[src/sdr_map.svh]
`ifndef SDR_MAP_SVH
`define SDR_MAP_SVH

// ****************************************************************
// Register offsets (byte addresses on the APB)
// ****************************************************************
`define SDR_OFF_CTRL 8'h00
`define SDR_OFF_CSR 8'h04
`define SDR_OFF_CNT 8'h08
`define SDR_OFF_MATCH 8'h0c

// ****************************************************************
// Field positions and codes
// ****************************************************************
`define SDR_CTRL_REFRESH_ON 11
`define SDR_CTRL_BANK_HOLD 8
`define SDR_CTRL_ROW_HI 4
`define SDR_CTRL_ROW_LO 3
`define SDR_CTRL_COL_HI 1
`define SDR_CTRL_COL_LO 0
`define SDR_CSR_FLAG 7
`define SDR_CSR_IRQ_EN 6
`define SDR_KEY_HI 31
`define SDR_KEY_LO 16
`define SDR_KEY 16'ha55a
`define SDR_FULL_STRB 4'hf
`define SDR_ROW_BASE 4'hb
`define SDR_COL_BASE 4'h8
`define SDR_CODE_BAD 2'h3

// ****************************************************************
// Reset values and timing
// ****************************************************************
`define SDR_RST_WORD 32'h0000_0000
`define SDR_RST_BYTE 8'h00
`define SDR_TICK_DIV 4

`endif

[src/sdr_pkg.sv]
package sdr_pkg;

    // APB answer sequencer
    typedef enum logic [0:0] {
        sdr_idle = 1'b0,
        sdr_answer = 1'b1
    } sdr_apb_state_t;

    // Column command flavour, driven on the auto-precharge address bit
    typedef enum logic [0:0] {
        sdr_bank_active = 1'b0,
        sdr_auto_precharge = 1'b1
    } sdr_access_mode_t;

endpackage : sdr_pkg

[src/sdr_core_if.sv]
`timescale 1ns/1ps

// Signals between the register core, the geometry decoder and the timer
interface sdr_core_if;
    logic [1:0] row_code;
    logic [1:0] col_code;
    logic bank_hold;
    logic [3:0] row_bits;
    logic [3:0] col_bits;
    sdr_pkg::sdr_access_mode_t mode;
    logic geom_bad;
    logic cnt_we;
    logic match_we;
    logic [7:0] wdata;
    logic [7:0] cnt;
    logic [7:0] match_val;
    logic match_pulse;

    modport geom (input row_code, input col_code, input bank_hold,
                  output row_bits, output col_bits, output mode, output geom_bad);
    modport timer (input cnt_we, input match_we, input wdata,
                   output cnt, output match_val, output match_pulse);
    modport ctrl (output row_code, output col_code, output bank_hold,
                  input row_bits, input col_bits, input mode, input geom_bad,
                  output cnt_we, output match_we, output wdata,
                  input cnt, input match_val, input match_pulse);
endinterface : sdr_core_if

[src/sdr_ctrl.sv]
// Implementation choices: the APB register port and the address map.
`timescale 1ns/1ps
`include "sdr_map.svh"

// Behaviour
// Bank hold 1: plain commands, row open
// Bank hold 0: auto-precharge read and write
// Software: bank active only with half area
// Software: both areas SDRAM needs auto-precharge
// Reserved control bits read zero
// Row code selects 11, 12, 13 bits
// Column code selects 8, 9, 10 bits
// Timer registers need full keyed write
// Timer register upper half reads zero
// Counter equals match value sets flag
// Flag clears by zero after read-as-one
// Interrupt enable gates compare request
// Match with refresh on holds request
// Interrupt output is flag and enable
module sdr_ctrl #(
    parameter int ADDR_W = 12,
    parameter int TICK_DIV = `SDR_TICK_DIV
) (
    input wire logic pclk,
    input wire logic presetn,
    input wire logic psel,
    input wire logic penable,
    input wire logic pwrite,
    input wire logic [ADDR_W-1:0] paddr,
    input wire logic [31:0] pwdata,
    input wire logic [3:0] pstrb,
    output logic [31:0] prdata,
    output logic pready,
    output logic pslverr,
    input wire logic refresh_done,
    output logic refresh_req,
    output logic cmp_irq,
    output logic auto_precharge,
    output logic [3:0] row_bits,
    output logic [3:0] col_bits,
    output logic geom_error
);
    // ****************************************************************
    // Elaboration checks
    // ****************************************************************
    initial begin
        if (ADDR_W < 9 || ADDR_W > 32) begin
            $error("sdr_ctrl: ADDR_W must be 9 to 32");
        end
    end

    // ****************************************************************
    // Sub-blocks
    // ****************************************************************
    sdr_core_if core ();

    sdr_geom u_geom (
        .core(core)
    );

    sdr_timer #(
        .TICK_DIV(TICK_DIV)
    ) u_timer (
        .pclk(pclk),
        .presetn(presetn),
        .core(core)
    );

    // ****************************************************************
    // Register state
    // ****************************************************************
    sdr_pkg::sdr_apb_state_t state;
    logic bank_hold;
    logic refresh_on;
    logic [1:0] row_code;
    logic [1:0] col_code;
    logic cmp_flag;
    logic irq_en;
    logic clear_armed;

    // ****************************************************************
    // Bus decode
    // ****************************************************************
    logic [7:0] offset;
    logic in_range;
    logic setup;
    logic done;
    logic do_write;
    logic do_read;
    logic keyed;
    logic hit_ctrl;
    logic hit_csr;
    logic hit_cnt;
    logic hit_match;
    logic mapped;

    assign offset = paddr[7:0];
    assign in_range = (paddr[ADDR_W-1:8] == '0);
    assign setup = psel && !penable;
    // The access edge: pready is high exactly while in the answer state
    assign done = (state == sdr_pkg::sdr_answer) && psel && penable;
    assign do_write = done && pwrite;
    assign do_read = done && !pwrite;
    // Timer registers take only a full-word write carrying the key
    assign keyed = (pstrb == `SDR_FULL_STRB)
        && (pwdata[`SDR_KEY_HI:`SDR_KEY_LO] == `SDR_KEY);
    assign hit_ctrl = in_range && offset == `SDR_OFF_CTRL;
    assign hit_csr = in_range && offset == `SDR_OFF_CSR;
    assign hit_cnt = in_range && offset == `SDR_OFF_CNT;
    assign hit_match = in_range && offset == `SDR_OFF_MATCH;
    assign mapped = hit_ctrl || hit_csr || hit_cnt || hit_match;

    // Counter and match value writes go to the timer block
    assign core.cnt_we = do_write && hit_cnt && keyed;
    assign core.match_we = do_write && hit_match && keyed;
    assign core.wdata = pwdata[7:0];
    assign core.row_code = row_code;
    assign core.col_code = col_code;
    assign core.bank_hold = bank_hold;

    // ****************************************************************
    // APB answer sequencer
    // ****************************************************************
    // No wait state: pready is set at the setup edge, so prdata and pready come straight from flip-flops
    always_ff @(posedge pclk or negedge presetn) begin
        if (!presetn) begin
            state <= sdr_pkg::sdr_idle;
            pready <= 1'b0;
            pslverr <= 1'b0;
        end else begin
            case (state)
                sdr_pkg::sdr_idle: begin
                    if (setup) begin
                        state <= sdr_pkg::sdr_answer;
                        pready <= 1'b1;
                        pslverr <= !mapped;
                    end
                end
                sdr_pkg::sdr_answer: begin
                    if (psel && penable) begin
                        state <= sdr_pkg::sdr_idle;
                        pready <= 1'b0;
                        pslverr <= 1'b0;
                    end
                end
                default: begin
                    state <= sdr_pkg::sdr_idle;
                    pready <= 1'b0;
                    pslverr <= 1'b0;
                end
            endcase
        end
    end

    // ****************************************************************
    // Read data
    // ****************************************************************
    logic [31:0] next_rdata;

    // Reserved bits and the key half always come back as zero
    always_comb begin
        next_rdata = `SDR_RST_WORD;
        if (hit_ctrl) begin
            next_rdata[`SDR_CTRL_REFRESH_ON] = refresh_on;
            next_rdata[`SDR_CTRL_BANK_HOLD] = bank_hold;
            next_rdata[`SDR_CTRL_ROW_HI:`SDR_CTRL_ROW_LO] = row_code;
            next_rdata[`SDR_CTRL_COL_HI:`SDR_CTRL_COL_LO] = col_code;
        end else if (hit_csr) begin
            next_rdata[`SDR_CSR_FLAG] = cmp_flag;
            next_rdata[`SDR_CSR_IRQ_EN] = irq_en;
        end else if (hit_cnt) begin
            next_rdata[7:0] = core.cnt;
        end else if (hit_match) begin
            next_rdata[7:0] = core.match_val;
        end
    end

    // Captured at the setup edge, held through the access phase
    always_ff @(posedge pclk or negedge presetn) begin
        if (!presetn) begin
            prdata <= `SDR_RST_WORD;
        end else if (setup && !pwrite) begin
            prdata <= next_rdata;
        end
    end

    // ****************************************************************
    // SDRAM control register
    // ****************************************************************
    // Byte lanes 0 and 1; reserved bits are simply not stored
    always_ff @(posedge pclk or negedge presetn) begin
        if (!presetn) begin
            row_code <= 2'h0;
            col_code <= 2'h0;
            bank_hold <= 1'b0;
            refresh_on <= 1'b0;
        end else if (do_write && hit_ctrl) begin
            if (pstrb[0]) begin
                row_code <= pwdata[`SDR_CTRL_ROW_HI:`SDR_CTRL_ROW_LO];
                col_code <= pwdata[`SDR_CTRL_COL_HI:`SDR_CTRL_COL_LO];
            end
            if (pstrb[1]) begin
                bank_hold <= pwdata[`SDR_CTRL_BANK_HOLD];
                refresh_on <= pwdata[`SDR_CTRL_REFRESH_ON];
            end
        end
    end

    // ****************************************************************
    // Refresh timer control/status
    // ****************************************************************
    logic csr_write;
    assign csr_write = do_write && hit_csr && keyed;

    // Interrupt enable
    always_ff @(posedge pclk or negedge presetn) begin
        if (!presetn) begin
            irq_en <= 1'b0;
        end else if (csr_write) begin
            irq_en <= pwdata[`SDR_CSR_IRQ_EN];
        end
    end

    // A read that sees the flag set arms the clear; a keyed write consumes it
    always_ff @(posedge pclk or negedge presetn) begin
        if (!presetn) begin
            clear_armed <= 1'b0;
        end else if (do_read && hit_csr && prdata[`SDR_CSR_FLAG]) begin
            clear_armed <= 1'b1; // Only a read that returned one arms
        end else if (csr_write) begin
            clear_armed <= 1'b0;
        end
    end

    // Hardware set wins over the software clear in the same cycle
    always_ff @(posedge pclk or negedge presetn) begin
        if (!presetn) begin
            cmp_flag <= 1'b0;
        end else if (core.match_pulse) begin
            cmp_flag <= 1'b1;
        end else if (csr_write && clear_armed && !pwdata[`SDR_CSR_FLAG]) begin
            cmp_flag <= 1'b0;
        end
    end

    // ****************************************************************
    // Refresh request and interrupt
    // ****************************************************************
    // A match over an unserved request merges into it; no count is kept
    always_ff @(posedge pclk or negedge presetn) begin
        if (!presetn) begin
            refresh_req <= 1'b0;
        end else if (core.match_pulse && refresh_on) begin
            refresh_req <= 1'b1;
        end else if (refresh_done) begin
            refresh_req <= 1'b0;
        end
    end

    // Registered so the pin stays glitch free
    always_ff @(posedge pclk or negedge presetn) begin
        if (!presetn) begin
            cmp_irq <= 1'b0;
        end else begin
            cmp_irq <= cmp_flag && irq_en;
        end
    end

    // ****************************************************************
    // Geometry outputs
    // ****************************************************************
    // Software must keep area usage consistent with the mode
    always_ff @(posedge pclk or negedge presetn) begin
        if (!presetn) begin
            auto_precharge <= 1'b1;
            row_bits <= `SDR_ROW_BASE;
            col_bits <= `SDR_COL_BASE;
            geom_error <= 1'b0;
        end else begin
            auto_precharge <= (core.mode == sdr_pkg::sdr_auto_precharge);
            row_bits <= core.row_bits;
            col_bits <= core.col_bits;
            geom_error <= core.geom_bad;
        end
    end

    // ****************************************************************
    // Assertions
    // ****************************************************************
    mode_follows_a: assert property (
        @(posedge pclk) disable iff (!presetn)
        bank_hold |-> ##1 !auto_precharge)
        else $error("bank hold did not select bank active");

    precharge_mode_a: assert property (
        @(posedge pclk) disable iff (!presetn)
        !bank_hold |-> ##1 auto_precharge)
        else $error("auto-precharge mode not selected");

    reserved_zero_a: assert property (
        @(posedge pclk) disable iff (!presetn)
        (setup && !pwrite && hit_ctrl) |=> (prdata[7:5] == 3'h0 && prdata[2] == 1'b0))
        else $error("reserved control bits read nonzero");

    row_width_a: assert property (
        @(posedge pclk) disable iff (!presetn)
        (row_code != `SDR_CODE_BAD) |-> ##1 (row_bits == 4'(`SDR_ROW_BASE + $past(row_code))))
        else $error("row width decode wrong");

    col_width_a: assert property (
        @(posedge pclk) disable iff (!presetn)
        (col_code != `SDR_CODE_BAD) |-> ##1 (col_bits == 4'(`SDR_COL_BASE + $past(col_code))))
        else $error("column width decode wrong");

    key_reject_a: assert property (
        @(posedge pclk) disable iff (!presetn)
        (do_write && hit_csr && !keyed && !core.match_pulse) |=> $stable(irq_en) && $stable(cmp_flag))
        else $error("unkeyed write changed timer status");

    upper_zero_a: assert property (
        @(posedge pclk) disable iff (!presetn)
        (setup && !pwrite && hit_csr) |=> (prdata[31:16] == 16'h0000))
        else $error("upper half of status read nonzero");

    match_sets_a: assert property (
        @(posedge pclk) disable iff (!presetn)
        core.match_pulse |=> cmp_flag ##1 cmp_irq == $past(irq_en))
        else $error("match did not set flag");

    blind_clear_a: assert property (
        @(posedge pclk) disable iff (!presetn)
        (cmp_flag && !clear_armed && csr_write) |=> cmp_flag)
        else $error("flag cleared without prior read");

    irq_gate_a: assert property (
        @(posedge pclk) disable iff (!presetn)
        (cmp_flag && irq_en) [*2] |-> cmp_irq)
        else $error("interrupt not raised");

    irq_block_a: assert property (
        @(posedge pclk) disable iff (!presetn)
        !irq_en |=> !cmp_irq)
        else $error("interrupt passed while disabled");

    refresh_hold_a: assert property (
        @(posedge pclk) disable iff (!presetn)
        (core.match_pulse && refresh_on) |=> refresh_req ##1 (refresh_req || $past(refresh_done)))
        else $error("refresh request lost");
endmodule : sdr_ctrl

[src/sdr_geom.sv]
`timescale 1ns/1ps
`include "sdr_map.svh"

// ****************************************************************
// Area 3 address geometry and access mode decode
// ****************************************************************
module sdr_geom (
    sdr_core_if.geom core
);
    // Width is a base plus the code; the forbidden code maps to zero
    function automatic logic [3:0] sdr_width_of(input logic [1:0] code, input logic [3:0] base);
        sdr_width_of = (code == `SDR_CODE_BAD) ? 4'h0 : 4'(base + {2'b00, code});
    endfunction : sdr_width_of

    // Row 11/12/13, column 8/9/10 bits
    always_comb begin
        core.row_bits = sdr_width_of(core.row_code, `SDR_ROW_BASE);
        core.col_bits = sdr_width_of(core.col_code, `SDR_COL_BASE);
        core.geom_bad = (core.row_code == `SDR_CODE_BAD) || (core.col_code == `SDR_CODE_BAD);
    end

    // Bank hold keeps rows open, otherwise every access precharges
    always_comb begin
        if (core.bank_hold) begin
            core.mode = sdr_pkg::sdr_bank_active;
        end else begin
            core.mode = sdr_pkg::sdr_auto_precharge;
        end
    end
endmodule : sdr_geom

[src/sdr_timer.sv]
`timescale 1ns/1ps
`include "sdr_map.svh"

// ****************************************************************
// Refresh timer counter and match value
// ****************************************************************
module sdr_timer #(
    parameter int TICK_DIV = `SDR_TICK_DIV
) (
    input wire logic pclk,
    input wire logic presetn,
    sdr_core_if.timer core
);
    initial begin
        if (TICK_DIV < 1 || TICK_DIV > 65535) begin
            $error("sdr_timer: TICK_DIV out of range");
        end
    end

    logic [15:0] div;
    logic tick;

    // Prescaler: one-cycle count enable every TICK_DIV clocks
    always_ff @(posedge pclk or negedge presetn) begin
        if (!presetn) begin
            div <= 16'h0000;
            tick <= 1'b0;
        end else if (div == 16'(TICK_DIV - 1)) begin
            div <= 16'h0000;
            tick <= 1'b1;
        end else begin
            div <= div + 16'h0001;
            tick <= 1'b0;
        end
    end

    // Match value register
    always_ff @(posedge pclk or negedge presetn) begin
        if (!presetn) begin
            core.match_val <= `SDR_RST_BYTE;
        end else if (core.match_we) begin
            core.match_val <= core.wdata;
        end
    end

    // Counter clears on a match and wraps after 255; a write wins over counting
    always_ff @(posedge pclk or negedge presetn) begin
        if (!presetn) begin
            core.cnt <= `SDR_RST_BYTE;
            core.match_pulse <= 1'b0;
        end else if (core.cnt_we) begin
            core.cnt <= core.wdata;
            core.match_pulse <= 1'b0;
        end else if (tick && core.cnt == core.match_val) begin
            core.cnt <= `SDR_RST_BYTE;
            core.match_pulse <= 1'b1;
        end else begin
            core.cnt <= tick ? core.cnt + 8'h01 : core.cnt;
            core.match_pulse <= 1'b0;
        end
    end
endmodule : sdr_timer

[config.mk]
export PLATFORM = sky130hd
export DESIGN_NAME = sdr_ctrl
export DESIGN_NICKNAME = d
export VERILOG_FILES = /design/src/sdr_pkg.sv /design/src/sdr_core_if.sv /design/src/sdr_ctrl.sv /design/src/sdr_geom.sv /design/src/sdr_timer.sv
export VERILOG_INCLUDE_DIRS = /design/src
export SDC_FILE = /design/constraint.sdc
export NUM_CORES = 1
export LEC_CHECK = 0
export BUFFER_PORTS_ARGS = -buffer_cell sky130_fd_sc_hd__buf_2
export CAP_MARGIN = 20
export CORE_ASPECT_RATIO = 2
export CORE_MARGIN = 2
export CORE_UTILIZATION = 40
export DETAILED_ROUTE_END_ITERATION = 8
export GPL_TIMING_DRIVEN = 1
export PLACE_DENSITY = 0.73
export SLEW_MARGIN = 20
export SYNTH_ARGS = -nofsm -noshare
export SYNTH_HDL_FRONTEND = slang
export SYNTH_SLANG_ARGS = --single-unit
[constraint.sdc]
create_clock -name pclk -period 2.1 [get_ports pclk]
set_input_delay 0.21 -clock pclk [delete_from_list [all_inputs] [get_ports pclk]]
set_output_delay 0.21 -clock pclk [all_outputs]
set_load 0.01 [all_outputs]
==> reports/summary.txt <==
CTS Root Buffer Type = clkbuf_16
Hold path start = refresh_done
Area contributors post-synth = dfrtp_1, mux2_2, xnor2_1
Largest stage delay, worst path = 560 ps
Syn avg cell area = 10.9 sq um
Setup TNS = 0 ps
Clk_lat worst skew = 340 ps
I/O Pins = 100
Slowest-stage cell, CP = or4_4
CTS Buffer Depth = 2
# diodes = 0
Num CTS Buffers = 9
Mapped cell area = 3340 sq um
Final Total Pwr = 2.94 mW
#FFs+latches synth = 67
Antenna viol nets, final = 0
Final Hold Viols = 0
Setup Viol. Count Final = 0
Placeable core area = 8170 sq um
Crit. End Element = register
Async SR Flop Fraction = 100%
Cell Count, Final, Fillers Out = 496
HP Class = input port to register
YS warnings = 0
Starting Density = 40.9%
Gr usage total = 17.6%
DRC viols = 0
Critical path arrival = 2220 ps
Final Critical Period = 2000 ps
CP Cell Sequence = buf_2, nor4bb_2, buf_4, nand4_1, or4_4, or3b_4, mux2_4
Worst Setup Start Kind = input port
CP Class = input port to register
H-tree depth = 3
Final wirelength = 7560 microns
Clock Sinks = 67
Wirelength per Cell = 15.2 microns
F_max = 500 MHz
Placed cells = 479
CTS tree = yes
Antenna violations before repair = 0
Core Rows = 47
Post-place setup slack = -142 ps
DR vias/cell = 5.14
Data required, critical path = 2320 ps
Synth cell count leaders = dfrtp_1, nand2_1, buf_4, mux2_2, nor2_1
Max IR drop VDD = 0.597 mV
Clock Pin Slew Worst Setup and Hold Paths = 60 ps
DR pass1 iterations = 4
PwrDens = 711 nW/um^2
PortBufs = 70
Die ar. = 9140 sq um
Sequential element share of the synthesized area = 50.4%
Layout cells sized above 1 = 34.2%
Yosys cell types = 39
Pin count of the biggest net entering global routing = 44
Max Cap Viol = 0
Vias in the first global route = 2,542
Top_reg_cell synth = dfrtp_1
Slew Limit Fails = 0
Initial DRC Count = 139
Area grow syn2layout = 24.0%
Clock Skew = 4.36 ps
Routability cong. = 0.811
Fillers = 755
Fin nets = 451
GR Overflow Total = 0
First-pass GRT wire length = 11,700 microns
Post-DP HPWL = 5790 microns
RSZ-0062 raised after global routing = no
Crit Path Max Fanout = 3
Chip Height = 133 microns
Biggest area consumer among synthesized cells = dfrtp_1
Crit. Startpoint = pwdata[27]
Leak = 2.03 nW
Relative slew slack = 60.9%
Cells after synthesis = 307
Count leader, synth = dfrtp_1
# Post-CTS Setup Buffers = 0
Final period util = 95.3%
Worst Tran Pin Value = 587 ps
Final WS setup = 99.1 ps
Status = finished clean
Number of synthesized flops with an enable pin = 0
Via count = 2,551
Yosys top cell area share = 46.4%
Die X = 68.6 microns
## critical path, delay by kind of cell
family	cells	cell delay, ps
buffers and inverters	2	270
AND/OR/NAND/NOR	4	1440
multiplexers	1	310
## flip-flops by register name, summed over array words and instances (netlist names), 2 cells and up, named ones only
register / flops
col_bits: 3
row_bits: 4
prdata: 10
u_timer.core.match_val: 8
u_timer.core.cnt: 8
core.row_code: 2
u_timer.div: 16
col_code: 2
## layer usage
| layer | part of all wire, % | global-route usage (%) |
|---|---|---|
| met1 | 35 | 16.4 |
| met2 | 56 | 31.6 |
| met3 | 6.3 | 5.15 |
| met4 | 3.0 | 10.2 |
| met5 | 0 | 0 |
## layout make-up
type                    count  area (sq um)  share of cell area (%)
clock inverters             7          68.8                    1.66
well taps                  98           123                    2.96
clock buffers               9           225                    5.44
repair buffers             84           495                    12.0
inverters                   8          30.0                   0.725
multi-input cells         223          1520                    36.6
flip-flops and latches     67          1680                    40.6
## layout by cell type, fill, tap and decap left out, drive strengths merged, types with 9 or more instances in the layout
cell,instances
xnor2,20
nand3,14
buf,83
mux2,24
nand4,9
nor2,24
nand2,32
clkbuf,9
dfrtp,62
conb,23
xor2,9
## cell families (layout without fill, tap and decap cells)
family	count (synthesis)	after routing	share of synthesized area (%)
AND/OR/NAND/NOR	110	110	17.9
flip-flops	67	67	50.4
buffers and inverters	39	108	6.97
multiplexers	31	31	10.3
XOR/XNOR	29	29	7.60
AO/OA/AOI/OAI	26	26	5.28
adder cells (fa/ha/maj)	4	4	1.50
other	1	23	0.112
## report_power, final
group	switching [mW]	internal, mW	leakage [nW]	total [mW]
clock network	0.549	0.912	0.141	1.46
registers	0.00566	1.30	0.881	1.31
logic	0.110	0.0669	1.00	0.176
## path summary, 6_finish.rpt
kind | to | slack [ps] | cells past startpoint
worst max-delay path | irq_en | 100 | 7
worst min-delay path | refresh_req | 80 | 2
worst max register to register | irq_en | 110 | 5
worst min register to register | auto_precharge | 410 | 1
max in group asynchronous | col_bits[3] | 980 | 3
min in group asynchronous | u_timer.core.match_val[5] | 420 | 2
## timing repair
action	CTS	global route
endpoints found under the setup margin	1	1
hold endpoints to repair	23	0
resized for setup	1	1
hold buffers	1	0
pin swaps	0	2
## per-stage QoR
stage	utilization, %	hold WS [ps]	cell area [sq um]
final	50.7	83.8	4140
after floorplan	-	-85.6	3420
after global routing	50.7	94.5	4140
after global placement	46.8	238	3830
after detailed placement	46.8	246	3830
after CTS	50.6	75.6	4140
(Power assumes the default switching activity.)
